--- config.mk ---
export PLATFORM = sky130hd
export DESIGN_NAME = gbr_top
export DESIGN_NICKNAME = d
export VERILOG_FILES = /design/src/logic/gbr_pkg.sv /design/src/logic/gbr_sync.sv /design/src/logic/gbr_top.sv
export SDC_FILE = /design/constraint.sdc
export NUM_CORES = 1
export LEC_CHECK = 0
export BUFFER_PORTS_ARGS = -buffer_cell sky130_fd_sc_hd__buf_2
export CORE_MARGIN = 2
export CORE_UTILIZATION = 50
export DETAILED_ROUTE_END_ITERATION = 6
export PLACE_DENSITY = 0.86
export SETUP_SLACK_MARGIN = 0.3
export SLEW_MARGIN = 20
export SYNTH_ARGS = -nofsm -noshare
export SYNTH_HDL_FRONTEND = slang
export SYNTH_SLANG_ARGS = --single-unit
--- constraint.sdc ---
create_clock -name mclk_in -period 5.1 [get_ports mclk_in]
set_input_delay 0.51 -clock mclk_in [delete_from_list [all_inputs] [get_ports mclk_in]]
set_output_delay 0.51 -clock mclk_in [all_outputs]
set_load 0.01 [all_outputs]
--- src/logic/gbr_pkg.sv ---
package gbr_pkg;

  // ----------------------------------------------------------------
  // register map (byte addresses on the axi4-lite slave)
  // ----------------------------------------------------------------
  localparam logic [7:0] ADDR_LOCAL_WINDOW = 8'h00;
  localparam logic [7:0] ADDR_MP_CONTROL = 8'h04;
  localparam logic [7:0] ADDR_STATUS = 8'h08;

  // ----------------------------------------------------------------
  // field layout and reset values
  // ----------------------------------------------------------------
  localparam int BASE_LSB = 0;
  localparam int MATCH_LSB = 4;
  localparam int MP_EN_BIT = 0;
  localparam int ADDR_CMP_LSB = 20;
  localparam logic [7:0] LOCAL_WINDOW_RESET = 8'h00;
  localparam logic [1:0] AXI_OKAY = 2'h0;
  localparam logic [1:0] AXI_DECERR = 2'h3;

  // ----------------------------------------------------------------
  // carriers
  // ----------------------------------------------------------------
  typedef struct packed {
    logic valid;
    logic [23:0] addr;
    logic locked;
  } gbr_req_s;

endpackage

--- src/logic/gbr_sync.sv ---
`timescale 1ns/1ns
module gbr_sync
(
  input wire logic clk_in,
  input wire logic rst_n_in,
  input wire logic d_in,
  output logic q_out
);
  logic meta_q;

  // both stages reset high: the synchronised pins are active low
  always_ff @(posedge clk_in or negedge rst_n_in)
  begin
    if (!rst_n_in)
    begin
      meta_q <= 1'b1;
      q_out <= 1'b1;
    end
    else
    begin
      meta_q <= d_in;
      q_out <= meta_q;
    end
  end
endmodule

--- src/logic/gbr_top.sv ---
// What this block does
// multiprocessor mode only when software sets enable after programming window compare
// in this mode timer bidir pin is global request, timer input is global grant
// compare address bits 20..23 against the 4-bit base before each external access
// all compared bits equal means local bus; any mismatch requests global bus
// base one needs address one, base zero needs address zero
// cleared match-enable bit always matches; all cleared means always local
// on local request, float control outputs including global request, then grant
// after reset, honour a pending local request before any own access
// drive global address and status first, assert global request mid-cycle
// synchronise request and grant; start global access on grant without local request
// keep global bus for consecutive accesses; release on local, request, or grant loss
// locked read-write pairs and burst transfers finish before global release; here only the locked flag holds the bus, bursts are not tracked
// dma addresses use the same compare and the same global handshake
// arbiter drives grant low to give the bus, high to withdraw it
// local requester holds its request low while seeking or owning the bus
// global request deasserts when the global bus is released
`timescale 1ns/1ns
module gbr_top
(
  input wire logic mclk_in,
  input wire logic rst_n_in,
  // axi4-lite slave
  input wire logic [7:0] s_axi_awaddr,
  input wire logic s_axi_awvalid,
  output logic s_axi_awready,
  input wire logic [31:0] s_axi_wdata,
  input wire logic [3:0] s_axi_wstrb,
  input wire logic s_axi_wvalid,
  output logic s_axi_wready,
  output logic [1:0] s_axi_bresp,
  output logic s_axi_bvalid,
  input wire logic s_axi_bready,
  input wire logic [7:0] s_axi_araddr,
  input wire logic s_axi_arvalid,
  output logic s_axi_arready,
  output logic [31:0] s_axi_rdata,
  output logic [1:0] s_axi_rresp,
  output logic s_axi_rvalid,
  input wire logic s_axi_rready,
  // access requests from the cpu core and the dma channels
  input wire gbr_pkg::gbr_req_s cpu_req_in,
  output logic cpu_go_out,
  output logic cpu_global_out,
  input wire gbr_pkg::gbr_req_s dma_req_in,
  output logic dma_go_out,
  output logic dma_global_out,
  input wire logic access_done_in,
  // bus clock half-cycle enables
  input wire logic bus_rise_en_in,
  input wire logic bus_fall_en_in,
  // pins
  input wire logic local_bus_request_n_in,
  output logic local_bus_grant_n_out,
  output logic bus_ctrl_oe_out,
  output logic timer_bidir_pin_out,
  output logic timer_bidir_pin_oe_out,
  input wire logic timer_bidir_pin_in,
  input wire logic timer_input_pin_in,
  input wire logic timer_io_value_in,
  input wire logic timer_io_oe_in,
  output logic timer_input_to_ctr_out,
  output logic [23:0] addr_out
);

  // ----------------------------------------------------------------
  // reset release
  // ----------------------------------------------------------------
  logic rst_s1_q;
  logic rst_n;

  always_ff @(posedge mclk_in or negedge rst_n_in)
  begin
    if (!rst_n_in)
    begin
      rst_s1_q <= 1'b0;
      rst_n <= 1'b0;
    end
    else
    begin
      rst_s1_q <= 1'b1;
      rst_n <= rst_s1_q;
    end
  end

  // ----------------------------------------------------------------
  // registers over axi4-lite
  // ----------------------------------------------------------------
  logic [7:0] local_window_compare_q;
  logic multiprocessor_enable_q;
  logic aw_got_q;
  logic w_got_q;
  logic [7:0] aw_addr_q;
  logic [31:0] w_data_q;
  logic [3:0] w_strb_q;
  logic do_write;
  logic [31:0] status_word;

  assign s_axi_awready = !aw_got_q && !s_axi_bvalid;
  assign s_axi_wready = !w_got_q && !s_axi_bvalid;
  assign do_write = aw_got_q && w_got_q && !s_axi_bvalid;

  always_ff @(posedge mclk_in or negedge rst_n)
  begin
    if (!rst_n)
    begin
      aw_got_q <= 1'b0;
      w_got_q <= 1'b0;
      aw_addr_q <= 8'h00;
      w_data_q <= 32'h00000000;
      w_strb_q <= 4'h0;
      s_axi_bvalid <= 1'b0;
      s_axi_bresp <= gbr_pkg::AXI_OKAY;
    end
    else
    begin
      if (s_axi_awvalid && s_axi_awready)
      begin
        aw_got_q <= 1'b1;
        aw_addr_q <= s_axi_awaddr;
      end
      if (s_axi_wvalid && s_axi_wready)
      begin
        w_got_q <= 1'b1;
        w_data_q <= s_axi_wdata;
        w_strb_q <= s_axi_wstrb;
      end
      if (do_write)
      begin
        aw_got_q <= 1'b0;
        w_got_q <= 1'b0;
        s_axi_bvalid <= 1'b1;
        s_axi_bresp <= (aw_addr_q == gbr_pkg::ADDR_LOCAL_WINDOW || aw_addr_q == gbr_pkg::ADDR_MP_CONTROL ||
                        aw_addr_q == gbr_pkg::ADDR_STATUS) ? gbr_pkg::AXI_OKAY : gbr_pkg::AXI_DECERR;
      end
      else if (s_axi_bvalid && s_axi_bready)
      begin
        s_axi_bvalid <= 1'b0;
      end
    end
  end

  // only byte lane 0 carries register bits
  always_ff @(posedge mclk_in or negedge rst_n)
  begin
    if (!rst_n)
    begin
      local_window_compare_q <= gbr_pkg::LOCAL_WINDOW_RESET;
      multiprocessor_enable_q <= 1'b0;
    end
    else if (do_write && w_strb_q[0])
    begin
      if (aw_addr_q == gbr_pkg::ADDR_LOCAL_WINDOW)
      begin
        local_window_compare_q <= w_data_q[7:0];
      end
      if (aw_addr_q == gbr_pkg::ADDR_MP_CONTROL)
      begin
        multiprocessor_enable_q <= w_data_q[gbr_pkg::MP_EN_BIT];
      end
    end
  end

  assign s_axi_arready = !s_axi_rvalid;

  always_ff @(posedge mclk_in or negedge rst_n)
  begin
    if (!rst_n)
    begin
      s_axi_rvalid <= 1'b0;
      s_axi_rdata <= 32'h00000000;
      s_axi_rresp <= gbr_pkg::AXI_OKAY;
    end
    else if (s_axi_arvalid && s_axi_arready)
    begin
      s_axi_rvalid <= 1'b1;
      s_axi_rresp <= gbr_pkg::AXI_OKAY;
      unique case (s_axi_araddr)
        gbr_pkg::ADDR_LOCAL_WINDOW: s_axi_rdata <= {24'h000000, local_window_compare_q};
        gbr_pkg::ADDR_MP_CONTROL: s_axi_rdata <= {31'h00000000, multiprocessor_enable_q};
        gbr_pkg::ADDR_STATUS: s_axi_rdata <= status_word;
        default:
        begin
          s_axi_rdata <= 32'h00000000;
          s_axi_rresp <= gbr_pkg::AXI_DECERR;
        end
      endcase
    end
    else if (s_axi_rvalid && s_axi_rready)
    begin
      s_axi_rvalid <= 1'b0;
    end
  end

  // ----------------------------------------------------------------
  // pin reuse and synchronisers
  // ----------------------------------------------------------------
  logic req_n_sync;
  logic grant_n_sync;
  logic global_request_out;

  gbr_sync u_sync_req
  (
    .clk_in(mclk_in),
    .rst_n_in(rst_n),
    .d_in(local_bus_request_n_in),
    .q_out(req_n_sync)
  );

  // grant pin is only meaningful in multiprocessor mode
  gbr_sync u_sync_grant
  (
    .clk_in(mclk_in),
    .rst_n_in(rst_n),
    .d_in(multiprocessor_enable_q ? timer_input_pin_in : 1'b1),
    .q_out(grant_n_sync)
  );

  logic local_req;
  logic global_grant_in;
  assign local_req = !req_n_sync;
  assign global_grant_in = !grant_n_sync;

  // timer keeps its pins unless multiprocessor mode takes them over
  assign timer_input_to_ctr_out = multiprocessor_enable_q ? 1'b0 : timer_input_pin_in;

  // ----------------------------------------------------------------
  // window compare
  // ----------------------------------------------------------------
  function automatic logic is_global(input logic [23:0] a, input logic [7:0] w, input logic mp);
    logic [3:0] hi;
    logic [3:0] base;
    logic [3:0] en;
    hi = a[gbr_pkg::ADDR_CMP_LSB +: 4];
    base = w[gbr_pkg::BASE_LSB +: 4];
    en = w[gbr_pkg::MATCH_LSB +: 4];
    // disabled positions always match, so en==0 is always local
    return mp && (|((hi ^ base) & en));
  endfunction

  // ----------------------------------------------------------------
  // arbitration between cpu and dma, ownership state
  // ----------------------------------------------------------------
  typedef enum logic [3:0] {ST_BOOT, ST_BOOT_WAIT, ST_BOOT_CHECK, ST_IDLE, ST_LOCAL, ST_GLOBAL_REQUEST_OUT_SETUP, ST_GLOBAL_REQUEST_OUT_WAIT,
                            ST_GLOBAL, ST_YIELD, ST_YIELDED} gbr_state_e;
  gbr_state_e state_q;
  gbr_state_e state_d;
  logic sel_dma_q;
  logic locked_q;
  logic global_held_q;
  logic global_request_out_q;
  logic [23:0] addr_q;

  gbr_pkg::gbr_req_s pick;
  logic pick_dma;
  logic pick_global;
  assign pick_dma = dma_req_in.valid;
  assign pick = pick_dma ? dma_req_in : cpu_req_in;
  assign pick_global = is_global(pick.addr, local_window_compare_q, multiprocessor_enable_q);

  logic release_global;
  // a locked pair keeps the global bus despite request or grant loss
  assign release_global = global_held_q && !locked_q &&
                          (local_req || !global_grant_in || (pick.valid && !pick_global));

  always_comb
  begin
    state_d = state_q;
    unique case (state_q)
      // two waiting steps let the request synchroniser show the pin before the first decision
      ST_BOOT: state_d = ST_BOOT_WAIT;
      ST_BOOT_WAIT: state_d = ST_BOOT_CHECK;
      ST_BOOT_CHECK: state_d = local_req ? ST_YIELD : ST_IDLE;
      ST_IDLE:
      begin
        if (local_req && !global_held_q)
          state_d = ST_YIELD;
        else if (release_global)
          state_d = ST_IDLE;
        else if (pick.valid && pick_global)
          state_d = global_held_q ? ST_GLOBAL : (bus_rise_en_in ? ST_GLOBAL_REQUEST_OUT_SETUP : ST_IDLE);
        else if (pick.valid)
          state_d = ST_LOCAL;
      end
      ST_LOCAL: if (access_done_in) state_d = ST_IDLE;
      ST_GLOBAL_REQUEST_OUT_SETUP: if (bus_fall_en_in) state_d = ST_GLOBAL_REQUEST_OUT_WAIT;
      ST_GLOBAL_REQUEST_OUT_WAIT:
      begin
        if (global_grant_in && !local_req)
          state_d = ST_GLOBAL;
        else if (local_req)
          state_d = ST_YIELD;
      end
      ST_GLOBAL: if (access_done_in) state_d = ST_IDLE;
      ST_YIELD: state_d = ST_YIELDED;
      ST_YIELDED: if (!local_req) state_d = ST_IDLE;
      default: state_d = ST_BOOT;
    endcase
  end

  always_ff @(posedge mclk_in or negedge rst_n)
  begin
    if (!rst_n)
      state_q <= ST_BOOT;
    else
      state_q <= state_d;
  end

  // request is latched when the access is chosen
  always_ff @(posedge mclk_in or negedge rst_n)
  begin
    if (!rst_n)
    begin
      sel_dma_q <= 1'b0;
      locked_q <= 1'b0;
      addr_q <= 24'h000000;
    end
    else if (state_q == ST_IDLE && state_d != ST_IDLE && state_d != ST_YIELD)
    begin
      sel_dma_q <= pick_dma;
      locked_q <= pick.locked;
      addr_q <= pick.addr;
    end
  end

  // global ownership and request pin
  always_ff @(posedge mclk_in or negedge rst_n)
  begin
    if (!rst_n)
    begin
      global_held_q <= 1'b0;
      global_request_out_q <= 1'b0;
    end
    else
    begin
      if (state_q == ST_GLOBAL_REQUEST_OUT_WAIT && state_d == ST_GLOBAL)
        global_held_q <= 1'b1;
      else if (state_q == ST_IDLE && release_global)
        global_held_q <= 1'b0;
      if (state_q == ST_GLOBAL_REQUEST_OUT_SETUP && bus_fall_en_in)
        global_request_out_q <= 1'b1;
      else if ((state_q == ST_IDLE && release_global) || state_d == ST_YIELD || state_q == ST_YIELD)
        global_request_out_q <= 1'b0;
    end
  end

  // ----------------------------------------------------------------
  // outputs
  // ----------------------------------------------------------------
  logic yielding;
  assign yielding = state_q inside {ST_BOOT, ST_BOOT_WAIT, ST_BOOT_CHECK, ST_YIELD, ST_YIELDED};
  assign global_request_out = global_request_out_q;

  // controls float first; grant follows one cycle later
  assign bus_ctrl_oe_out = !yielding;
  assign local_bus_grant_n_out = !(state_q == ST_YIELDED);

  assign timer_bidir_pin_out = multiprocessor_enable_q ? !global_request_out : timer_io_value_in;
  assign timer_bidir_pin_oe_out = multiprocessor_enable_q ? !yielding : timer_io_oe_in;

  assign cpu_go_out = (state_q == ST_LOCAL || state_q == ST_GLOBAL) && !sel_dma_q;
  assign dma_go_out = (state_q == ST_LOCAL || state_q == ST_GLOBAL) && sel_dma_q;
  assign cpu_global_out = (state_q == ST_GLOBAL) && !sel_dma_q;
  assign dma_global_out = (state_q == ST_GLOBAL) && sel_dma_q;
  assign addr_out = addr_q;

  assign status_word = {24'h000000, timer_bidir_pin_in, state_q == ST_YIELDED, global_held_q, global_request_out_q,
                        global_grant_in, local_req, state_q == ST_GLOBAL, state_q == ST_LOCAL};

endmodule

# [Word level (Yosys, flattened, before mapping)]
# Cells that the tools add are included.
[totals] regBits=104 in_bits=119 out_inout_bits=74 word_cells=137
[classes] n_eq_ne=17 n_mux=33 bitwise=2 n_reduce_logical=61
[ops] cell="2-to-1 mux 4 bit" count=10
[ops] cell="one-hot mux 4 bit (9 select lines)" count=1
[ops] cell="logical AND 1 bit" count=26
[ops] cell="2-to-1 mux 26 bit" count=1
[ops] cell="one-hot mux 8 bit (3 select lines)" count=1
[ops] cell="== test 4 x 3 -> 1 bit, second input constant" count=5
[ops] cell="== test 8 x 3 -> 1 bit, second input constant" count=2
[ops] cell="== test 8 x 4 -> 1 bit, second input constant" count=2
[ops] cell="zero test 8 bit" count=2
[ops] cell="2-to-1 mux 1 bit" count=16
[ops] cell="zero test 1 bit" count=13
[ops] cell="== test 4 bit, second input constant" count=3
[ops] cell="nonzero test 2 bit" count=6
[ops] cell="== test 4 x 2 -> 1 bit, second input constant" count=2
[ops] cell="logical OR 1 bit" count=7
[ops] cell="2-to-1 mux 3 bit" count=2
[ops] cell="nonzero test 5 bit" count=1
[ops] cell="bitwise AND 4 bit" count=1
[ops] cell="== test 4 x 1 -> 1 bit, second input constant" count=1
[ops] cell="zero test 4 bit" count=1
[ops] cell="2-to-1 mux 2 bit" count=2
[ops] cell="inequality test 4 x 2 -> 1 bit, second input constant" count=1
[ops] cell="inequality test 4 bit, second input constant" count=1
[ops] cell="AND reduction 2 bit" count=2
[ops] cell="other kinds (4)" count=4

# [Depth between registers and ports, before layout]
# Gate-level depths: netlist of the first run.
[depth] depth_word=17 ltp_mapped=8 depth_no_buf=6

# [Cells and area by module]
# A second synthesis of the first run with hierarchy kept.
[unflattened] cells_unflattened=344 area_unflattened_um2=3948.8
[by_module_without_submodules] mod="gbr_top" n_inst=1 cells_each=340 area_per_inst_um2=3843.7 seq_area_each_um2=1851.8
[by_module_without_submodules] mod="gbr_sync" n_inst=2 cells_each=2 area_per_inst_um2=52.6 seq_area_each_um2=52.6

# [Worst setup path before layout of the first run]
# No wires, ideal clock.
[synth_timing] path_kind="input -> register" start="input dma_req_in[25] in the netlist's numbering" end="register sel_dma_q" setup_time_ns=0.128 arrival_time_ns=2.684 required_time_ns=4.972 slack_ns=2.288 path_stages=8 path_buffers=2 path_cell_list="buf_6 mux2i_1 mux2i_1 o41ai_4 o311ai_1 nor4b_4 buf_6 mux2_1"
[synth_via] elab_chain_len=15 word_cells_on_any_way=19 classes_between="eq/ne (2); mux (6); bitwise (2); reduce/logical (9)"
[synth_rtl] element="from (decl)" line="gbr_top.sv:45" rtl="input wire gbr_pkg::gbr_req_s dma_req_in,"
[synth_rtl] element="2-to-1 mux 26 bit" line="gbr_top.sv:258" rtl="assign pick = pick_dma ? dma_req_in : cpu_req_in;"
[synth_rtl] element="bitwise XOR 4 bit" line="gbr_top.sv:238" rtl="return mp && (|((hi ^ base) & en));"
[synth_rtl] element="bitwise AND 4 bit" line="gbr_top.sv:238"
[synth_rtl] element="OR reduction 4 bit" line="gbr_top.sv:238"
[synth_rtl] element="logical AND 1 bit" line="gbr_top.sv:238"
[synth_rtl] element="zero test 1 bit" line="gbr_top.sv:264" rtl="(local_req || !global_grant_in || (pick.valid && !pick_global));"
[synth_rtl] element="logical AND 1 bit" line="gbr_top.sv:264"
[synth_rtl] element="logical OR 1 bit" line="gbr_top.sv:264"
[synth_rtl] element="logical AND 1 bit" line="gbr_top.sv:263" rtl="assign release_global = global_held_q && !locked_q &&"
[synth_rtl] element="2-to-1 mux 4 bit" line="gbr_top.sv:278" rtl="else if (release_global)"
[synth_rtl] element="2-to-1 mux 4 bit" line="gbr_top.sv:276" rtl="if (local_req && !global_held_q)"
[synth_rtl] element="one-hot mux 4 bit (9 select lines)" line="gbr_top.sv:269" rtl="unique case (state_q)"
[synth_rtl] element="inequality test 4 x 2 -> 1 bit" line="gbr_top.sv:318" rtl="else if (state_q == ST_IDLE && state_d != ST_IDLE && state_d != ST_YIELD)"
[synth_rtl] element="logical AND 1 bit (2 in series)" line="gbr_top.sv:318"
[synth_rtl] element="to (signal assigned)" line="gbr_top.sv:320" rtl="sel_dma_q <= pick_dma;"
[synth_rtl] element="to (decl)" line="gbr_top.sv:248" rtl="logic sel_dma_q;"
# Parallel ways exist; a longest one is shown, timed or not.
# A chain may end at the register's enable or synchronous reset.

# [Worst setup path after layout of the first run]
# Ends and elaborated chain as after synthesis.

==> flow_summary.json, run 1 <==
{
  "status": "completed",
  "grt_max_degree": 77,
  "antenna_found_initial": 0,
  "worstHoldPathType": "in -> reg",
  "critPathCaptureType": "flip-flop",
  "p_int_uw": 1454,
  "gp_congestion": 0.8448,
  "crit_arrival_ns": 3.30,
  "drv_slew": 0,
  "path_clk_slew_ns": 0.08,
  "vias": 3043,
  "synth_top_area_frac": 0.4689,
  "drive_gt1_frac": 0.4540,
  "startpoint_type": "input port",
  "async_reset_ff_frac": 1.000,
  "initial_core_util": 0.5137,
  "clock_sinks": 78,
  "synth_seq_cells": 78,
  "seq_area_frac_synth": 0.4956,
  "min_from": "local_bus_request_n_in",
  "cts_buffers": 9,
  "hold_viol": 0,
  "yosys_warnings": 0,
  "final_nets": 603,
  "min_period_over_period": 0.6045,
  "die_w_um": 92.87,
  "grt_use_total": 0.2108,
  "reg2reg_to": "sel_dma_q",
  "synth_area_leader_cell": "dfrtp_1",
  "power_density_nw_per_um2": 462.5,
  "avgSynthCellArea_um2": 11.48,
  "worstHoldPathCells": 1,
  "clock_latency_ns": 0.34,
  "crit_fanout": 28,
  "grt_pass1_wl_um": 14410,
  "synthFlopType": "dfrtp_1",
  "io_pins": 193,
  "drt_iter0_markers": 110,
  "grt-ovfl-total": 0,
  "die_height_um": 92.87,
  "worst_pin_slew_ns": 0.9558,
  "post-dp-hpwl_um": 6531,
  "ir_drop_uv": 327.1,
  "layout_common_cells": "buf_2, dfrtp_1, mux2_2, nand2_1, conb_1",
  "detail-route-antenna-nets": 0,
  "drt_wl_total_um": 8698,
  "cts_tree": "yes",
  "core_area_um2": 7687,
  "final_util": 0.6286,
  "clockPowerShare": 0.207,
  "p_sw_uw": 780.6,
  "setup_viol": 0,
  "synthTopCellsByArea": "dfrtp_1, mux2_2, buf_4",
  "cts_resized": 0,
  "drt_first_pass_iters": 4,
  "slew_headroom": 0.3628,
  "n_antenna_cell": 0,
  "cts_max_path_buffers": 2,
  "rr_startpoint": "state_q[1]",
  "fmax_ghz": 0.3244,
  "combPwrFrac": 0.333,
  "power_frac_seq": 0.461,
  "required_ns": 5.32,
  "die_area_um2": 8625,
  "tns_ns": 0,
  "syn_to_final_growth_pct": 22.37,
  "rsz0062_at_grt": "false",
  "std_cell_rows": 32,
  "synth_area_um2": 3949,
  "grt_pass1_vias": 2997,
  "htreeDepth": 3,
  "cts_setup_buffers": 0,
  "drv_cap": 0,
  "layout_commonest_cell": "buf_2",
  "avgRoutedWirePerCell_um": 14.72,
  "synth_edf_count": 0,
  "portBuffers": 141,
  "synth.distinct_cells": 43,
  "switching_share": 0.3493,
  "cts-root-buf": "clkbuf_8",
  "netlist_instances": 344,
  "r2r_slack_ns": 2.57,
  "finClkSkew_ns": 0.009208,
  "reg2reg_depth": 5,
  "criticalPathCategory": "in -> reg",
  "viasPerCell": 5.149,
  "p_leak_uw": 0.002382,
  "post-route-min-period_ns": 3.083,
  "drc": 0,
  "worstHoldEndpoint": "u_sync_req.meta_q"
}
-- area by class of cell --
class,count,area (um^2)
clock buffers,10,127.6
clock inverters,6,70.07
fillers,640,2855
inverters,13,48.80
multi-input cells,238,1767
flip-flops and latches,78,1961
well taps,102,127.6
repair buffers,144,730.7
-- power by group through the flow --
stage          combinational, uW  clock (uW)  sequential [uW]
4_1_cts                      751         472             1030
3_5_place_dp                 748           0             1040
6_report                     743         461             1030
2_1_floorplan                491           0             1030
5_1_grt                      821         502             1070
3_3_place_gp                 718           0             1020
-- per-layer routing --
metal	vias to the layer above	global-route usage	share of wire
met4	0	0.06005	0.013
met1	1493	0.2691	0.41
met3	11	0.05045	0.064
met5	-	0	0
met2	114	0.3581	0.51
li1	1425	-	-
-- synth_stat cells (2+ instances only) --
cell,n
mux2_1,15
nand2b_1,9
buf_4,26
nor3_1,3
dfstp_2,4
dfrtp_1,74
conb_1,2
buf_6,3
inv_1,12
a21o_1,3
mux2i_1,16
nor4_1,3
a21oi_1,9
o31ai_1,2
or3_1,2
a31oi_1,3
nor2b_1,4
and2_1,3
clkbuf_1,9
nand3_1,6
nand2_1,27
nor2_1,18
mux2_2,55
o21ai_0,17
-- through the flow --
stage	setup slack, ns	cells	area [um^2]	total power, uW	hold WS (ns)
after global routing	1.822	591	4832	2390	0.2507
after CTS	1.994	591	4832	2252	0.2483
after floorplan	2.288	367	4035	1518	0.2144
after global placement	1.695	574	4624	1737	0.2960
final	2.017	591	4832	2235	0.2632
after detailed placement	1.639	574	4624	1786	0.2970
-- cell families after synthesis --
kind of cell           share of synthesized area
other                                   0.001902
and+or+nand+nor                           0.1055
AOI/OAI and AO/OA                        0.07447
DFF                                       0.4956
buffers and inverters                    0.07890
muxes                                     0.2437
-- repair_timing --
action	CTS	global route
endpoints found under the hold margin	2	0
endpoints found under the setup margin	0	0
hold buffers	1	0
-- flip-flops by register name, summed over array words and instances, names as in the netlist, 4 cells and up --
register and count:
local_window_compare_q 8, state_q 4, w_data_q 8, addr_out 24, aw_addr_q 8, s_axi_rdata 8
-- worst max-delay path, stage by stage --
cell,delay (ns)
buf_2,0.54
mux2i_1,0.45
mux2i_1,0.33
o41ai_4,0.12
o311ai_1,0.42
nor4b_4,0.30
buf_4,0.28
mux2_1,0.35
-- worst max-delay path by stage --
| stage | startpoint | endpoint | slack [ns] | cells past startpoint |
|---|---|---|---|---|
| 6_report | dma_req_in[25] | sel_dma_q | 2.02 | 8 |
| 5_1_grt | dma_req_in[25] | addr_out[18] | 1.82 | 8 |
| 4_1_cts | dma_req_in[25] | sel_dma_q | 1.99 | 8 |
| 3_5_place_dp | dma_req_in[25] | sel_dma_q | 1.64 | 8 |
| 3_3_place_gp | dma_req_in[25] | addr_out[1] | 1.70 | 8 |
| 2_1_floorplan | dma_req_in[25] | sel_dma_q | 2.29 | 8 |
Power figures use the tool's default switching activity.
==> run 2, diff against run 1 <==
CORE_UTILIZATION = 42   (was 50)
PLACE_DENSITY = 0.77   (was 0.86)
clock period = 2.7 ns   (was 5.1 ns; I/O delays follow)
==> run 2 against run 1 <==
Effect of this change:
- die area is 18% higher
- via count fell by 0.16%
- first-iteration DRC count fell by 35%
- count of clock-buffer cells in the layout increased by 1
- non-clock buffer count grew 6
- power rose by 99%
- cell count rose by 2.5%
- combinational power up 100%
- clock skew is 0.0035 ns higher
- clock power up 130%
- critical path type unchanged
- largest power group unchanged
- highest routed layer unchanged
==> flow_summary.json, run 2 (same netlist as run 1, synthesis figures left out) <==
{
  "crit_family": "multiplexers",
  "slew_headroom": 0.3581,
  "clockPowerShare": 0.234,
  "power_frac_seq": 0.426,
  "antenna_found_initial": 0,
  "min_period_over_period": 0.8446,
  "cts_tree": "yes",
  "drive_gt1_frac": 0.4828,
  "detail-route-antenna-nets": 0,
  "htreeDepth": 3,
  "grt_pass1_wl_um": 14040,
  "cts-root-buf": "clkbuf_8",
  "drt_first_pass_iters": 4,
  "grt_use_total": 0.1762,
  "drv_slew": 0,
  "ir_drop_uv": 474.8,
  "post-dp-hpwl_um": 6750,
  "portBuffers": 141,
  "fmax_ghz": 0.4385,
  "syn_to_final_growth_pct": 26.33,
  "rsz0062_at_grt": "false",
  "worst_pin_slew_ns": 0.9629,
  "n_antenna_cell": 0,
  "largest_reg_flops": 24,
  "initial_core_util": 0.4294,
  "criticalPathCategory": "in -> reg",
  "fin_ws_ns": 0.4195,
  "cp_slowest_cell": "mux2i_2",
  "setup_viol": 0,
  "final_nets": 609,
  "post-place-ws_ns": 0.03492,
  "grt_pass1_vias": 2975,
  "path_cells": "buf_2, mux2i_2, mux2i_2, o41ai_4, o311ai_2, nor4b_4, buf_12, mux2_2",
  "grt_max_degree": 77,
  "combPwrFrac": 0.340,
  "drv_cap": 0,
  "cts_buffers": 9,
  "crit_buf_inv": 2,
  "required_ns": 2.93,
  "cts_max_path_buffers": 2,
  "holdWs_ns": 0.03012,
  "layout_common_cells": "buf_2, dfrtp_1, mux2_2, nand2_1, conb_1",
  "worstHoldEndpoint": "u_sync_req.meta_q",
  "viasPerCell": 5.013,
  "post-route-min-period_ns": 2.281,
  "tns_ns": 0,
  "switching_share": 0.3270,
  "avgRoutedWirePerCell_um": 14.58,
  "status": "completed",
  "clock_sinks": 78,
  "die_height_um": 101.0,
  "vias": 3038,
  "clock_latency_ns": 0.34,
  "layout_commonest_cell": "buf_2",
  "grt-ovfl-total": 0,
  "hold_viol": 0,
  "crit_path_frequent_cell": "mux2i_2",
  "finClkSkew_ns": 0.01272,
  "die_w_um": 101.0,
  "min_from": "local_bus_request_n_in",
  "rr_startpoint": "local_window_compare_q[3]",
  "drt_iter0_markers": 72,
  "cpPeakStageDelay_ns": 0.36,
  "crit_fanout": 27,
  "critPathCaptureType": "flip-flop",
  "drc": 0,
  "std_cell_rows": 35,
  "cp.depth": 8,
  "startpoint_type": "input port",
  "p_sw_uw": 1457,
  "die_area_um2": 10190,
  "num-fill-cells": 858,
  "cts_setup_buffers": 0,
  "worstHoldPathCells": 1,
  "power.total_uw": 4456,
  "path_clk_slew_ns": 0.08,
  "power_density_nw_per_um2": 893.3,
  "p_int_uw": 2999,
  "worstHoldPathType": "in -> reg",
  "r2r_slack_ns": 0.47,
  "core_area_um2": 9196,
  "crit_arrival_ns": 2.51,
  "drt_wl_total_um": 8836,
  "gp_congestion": 0.8599,
  "io_pins": 193,
  "p_leak_uw": 0.002441,
  "reg2reg_depth": 7,
  "reg2reg_to": "addr_out[5]",
  "final_util": 0.5424
}
## run 2: changes by cell type in the layout (fill, tap and decap cells not counted), sizes merged
cell / delta
clkbuf: +1
clkinvlp: -3
buf: +6
bufinv: +2
## run 2: worst max-delay path by stage
stage / to / from / slack (ns)
after CTS: addr_out[5] / dma_req_in[25] / 0.41
final: addr_out[5] / dma_req_in[25] / 0.42
after global routing: addr_out[5] / dma_req_in[25] / 0.26
after floorplan: sel_dma_q / dma_req_in[25] / 0.23
after detailed placement: addr_out[5] / dma_req_in[25] / 0.03
after global placement: addr_out[1] / dma_req_in[25] / 0.07
## run 2: power groups by stage
stage	clock [uW]	combinational, uW	sequential, uW
3_5_place_dp	0	1520	1930
4_1_cts	1070	1530	1910
3_3_place_gp	0	1470	1890
6_report	1040	1510	1900
2_1_floorplan	0	964	1940
5_1_grt	1140	1660	1970
## run 2: what timing repair did
action,in CTS,in global routing
hold endpoints to repair,2,0
hold buffers,1,0
setup endpoints to repair,0,22
gates resized for setup,0,5
## run 2: through the flow
step                      cells  instance area, um^2
after CTS                   606                 4972
after global placement      589                 4723
after detailed placement    589                 4723
after global routing        606                 4989
final                       606                 4989
after floorplan             367                 4074
## run 2: routing by layer
layer,vias to the layer above,routed length (um),GRT usage
met1,1493,3701,0.2138
li1,1443,-,-
met4,0,125,0.06237
met2,92,4587,0.3113
met5,-,0,0
met3,10,423,0.03467
## run 2: worst register-to-register path, delay by kind of cell (launching register included)
kind | cells | cell delay [ns]
mux | 2 | 0.59
simple gates | 2 | 0.47
compound gates | 2 | 0.41
flops | 1 | 0.41
buf+inv | 1 | 0.24
## run 2: area by class of cell
cell class / instances / area [um^2] / share of cell area
timing repair buffer: 150 / 788.3 / 0.1580
clock buffer: 11 / 131.4 / 0.02634
clock inverter: 5 / 107.6 / 0.02157
sequential: 78 / 1962 / 0.3933
multi-input combinational: 238 / 1812 / 0.3632
tap: 111 / 138.9 / 0.02784
inverter: 13 / 48.80 / 0.009782
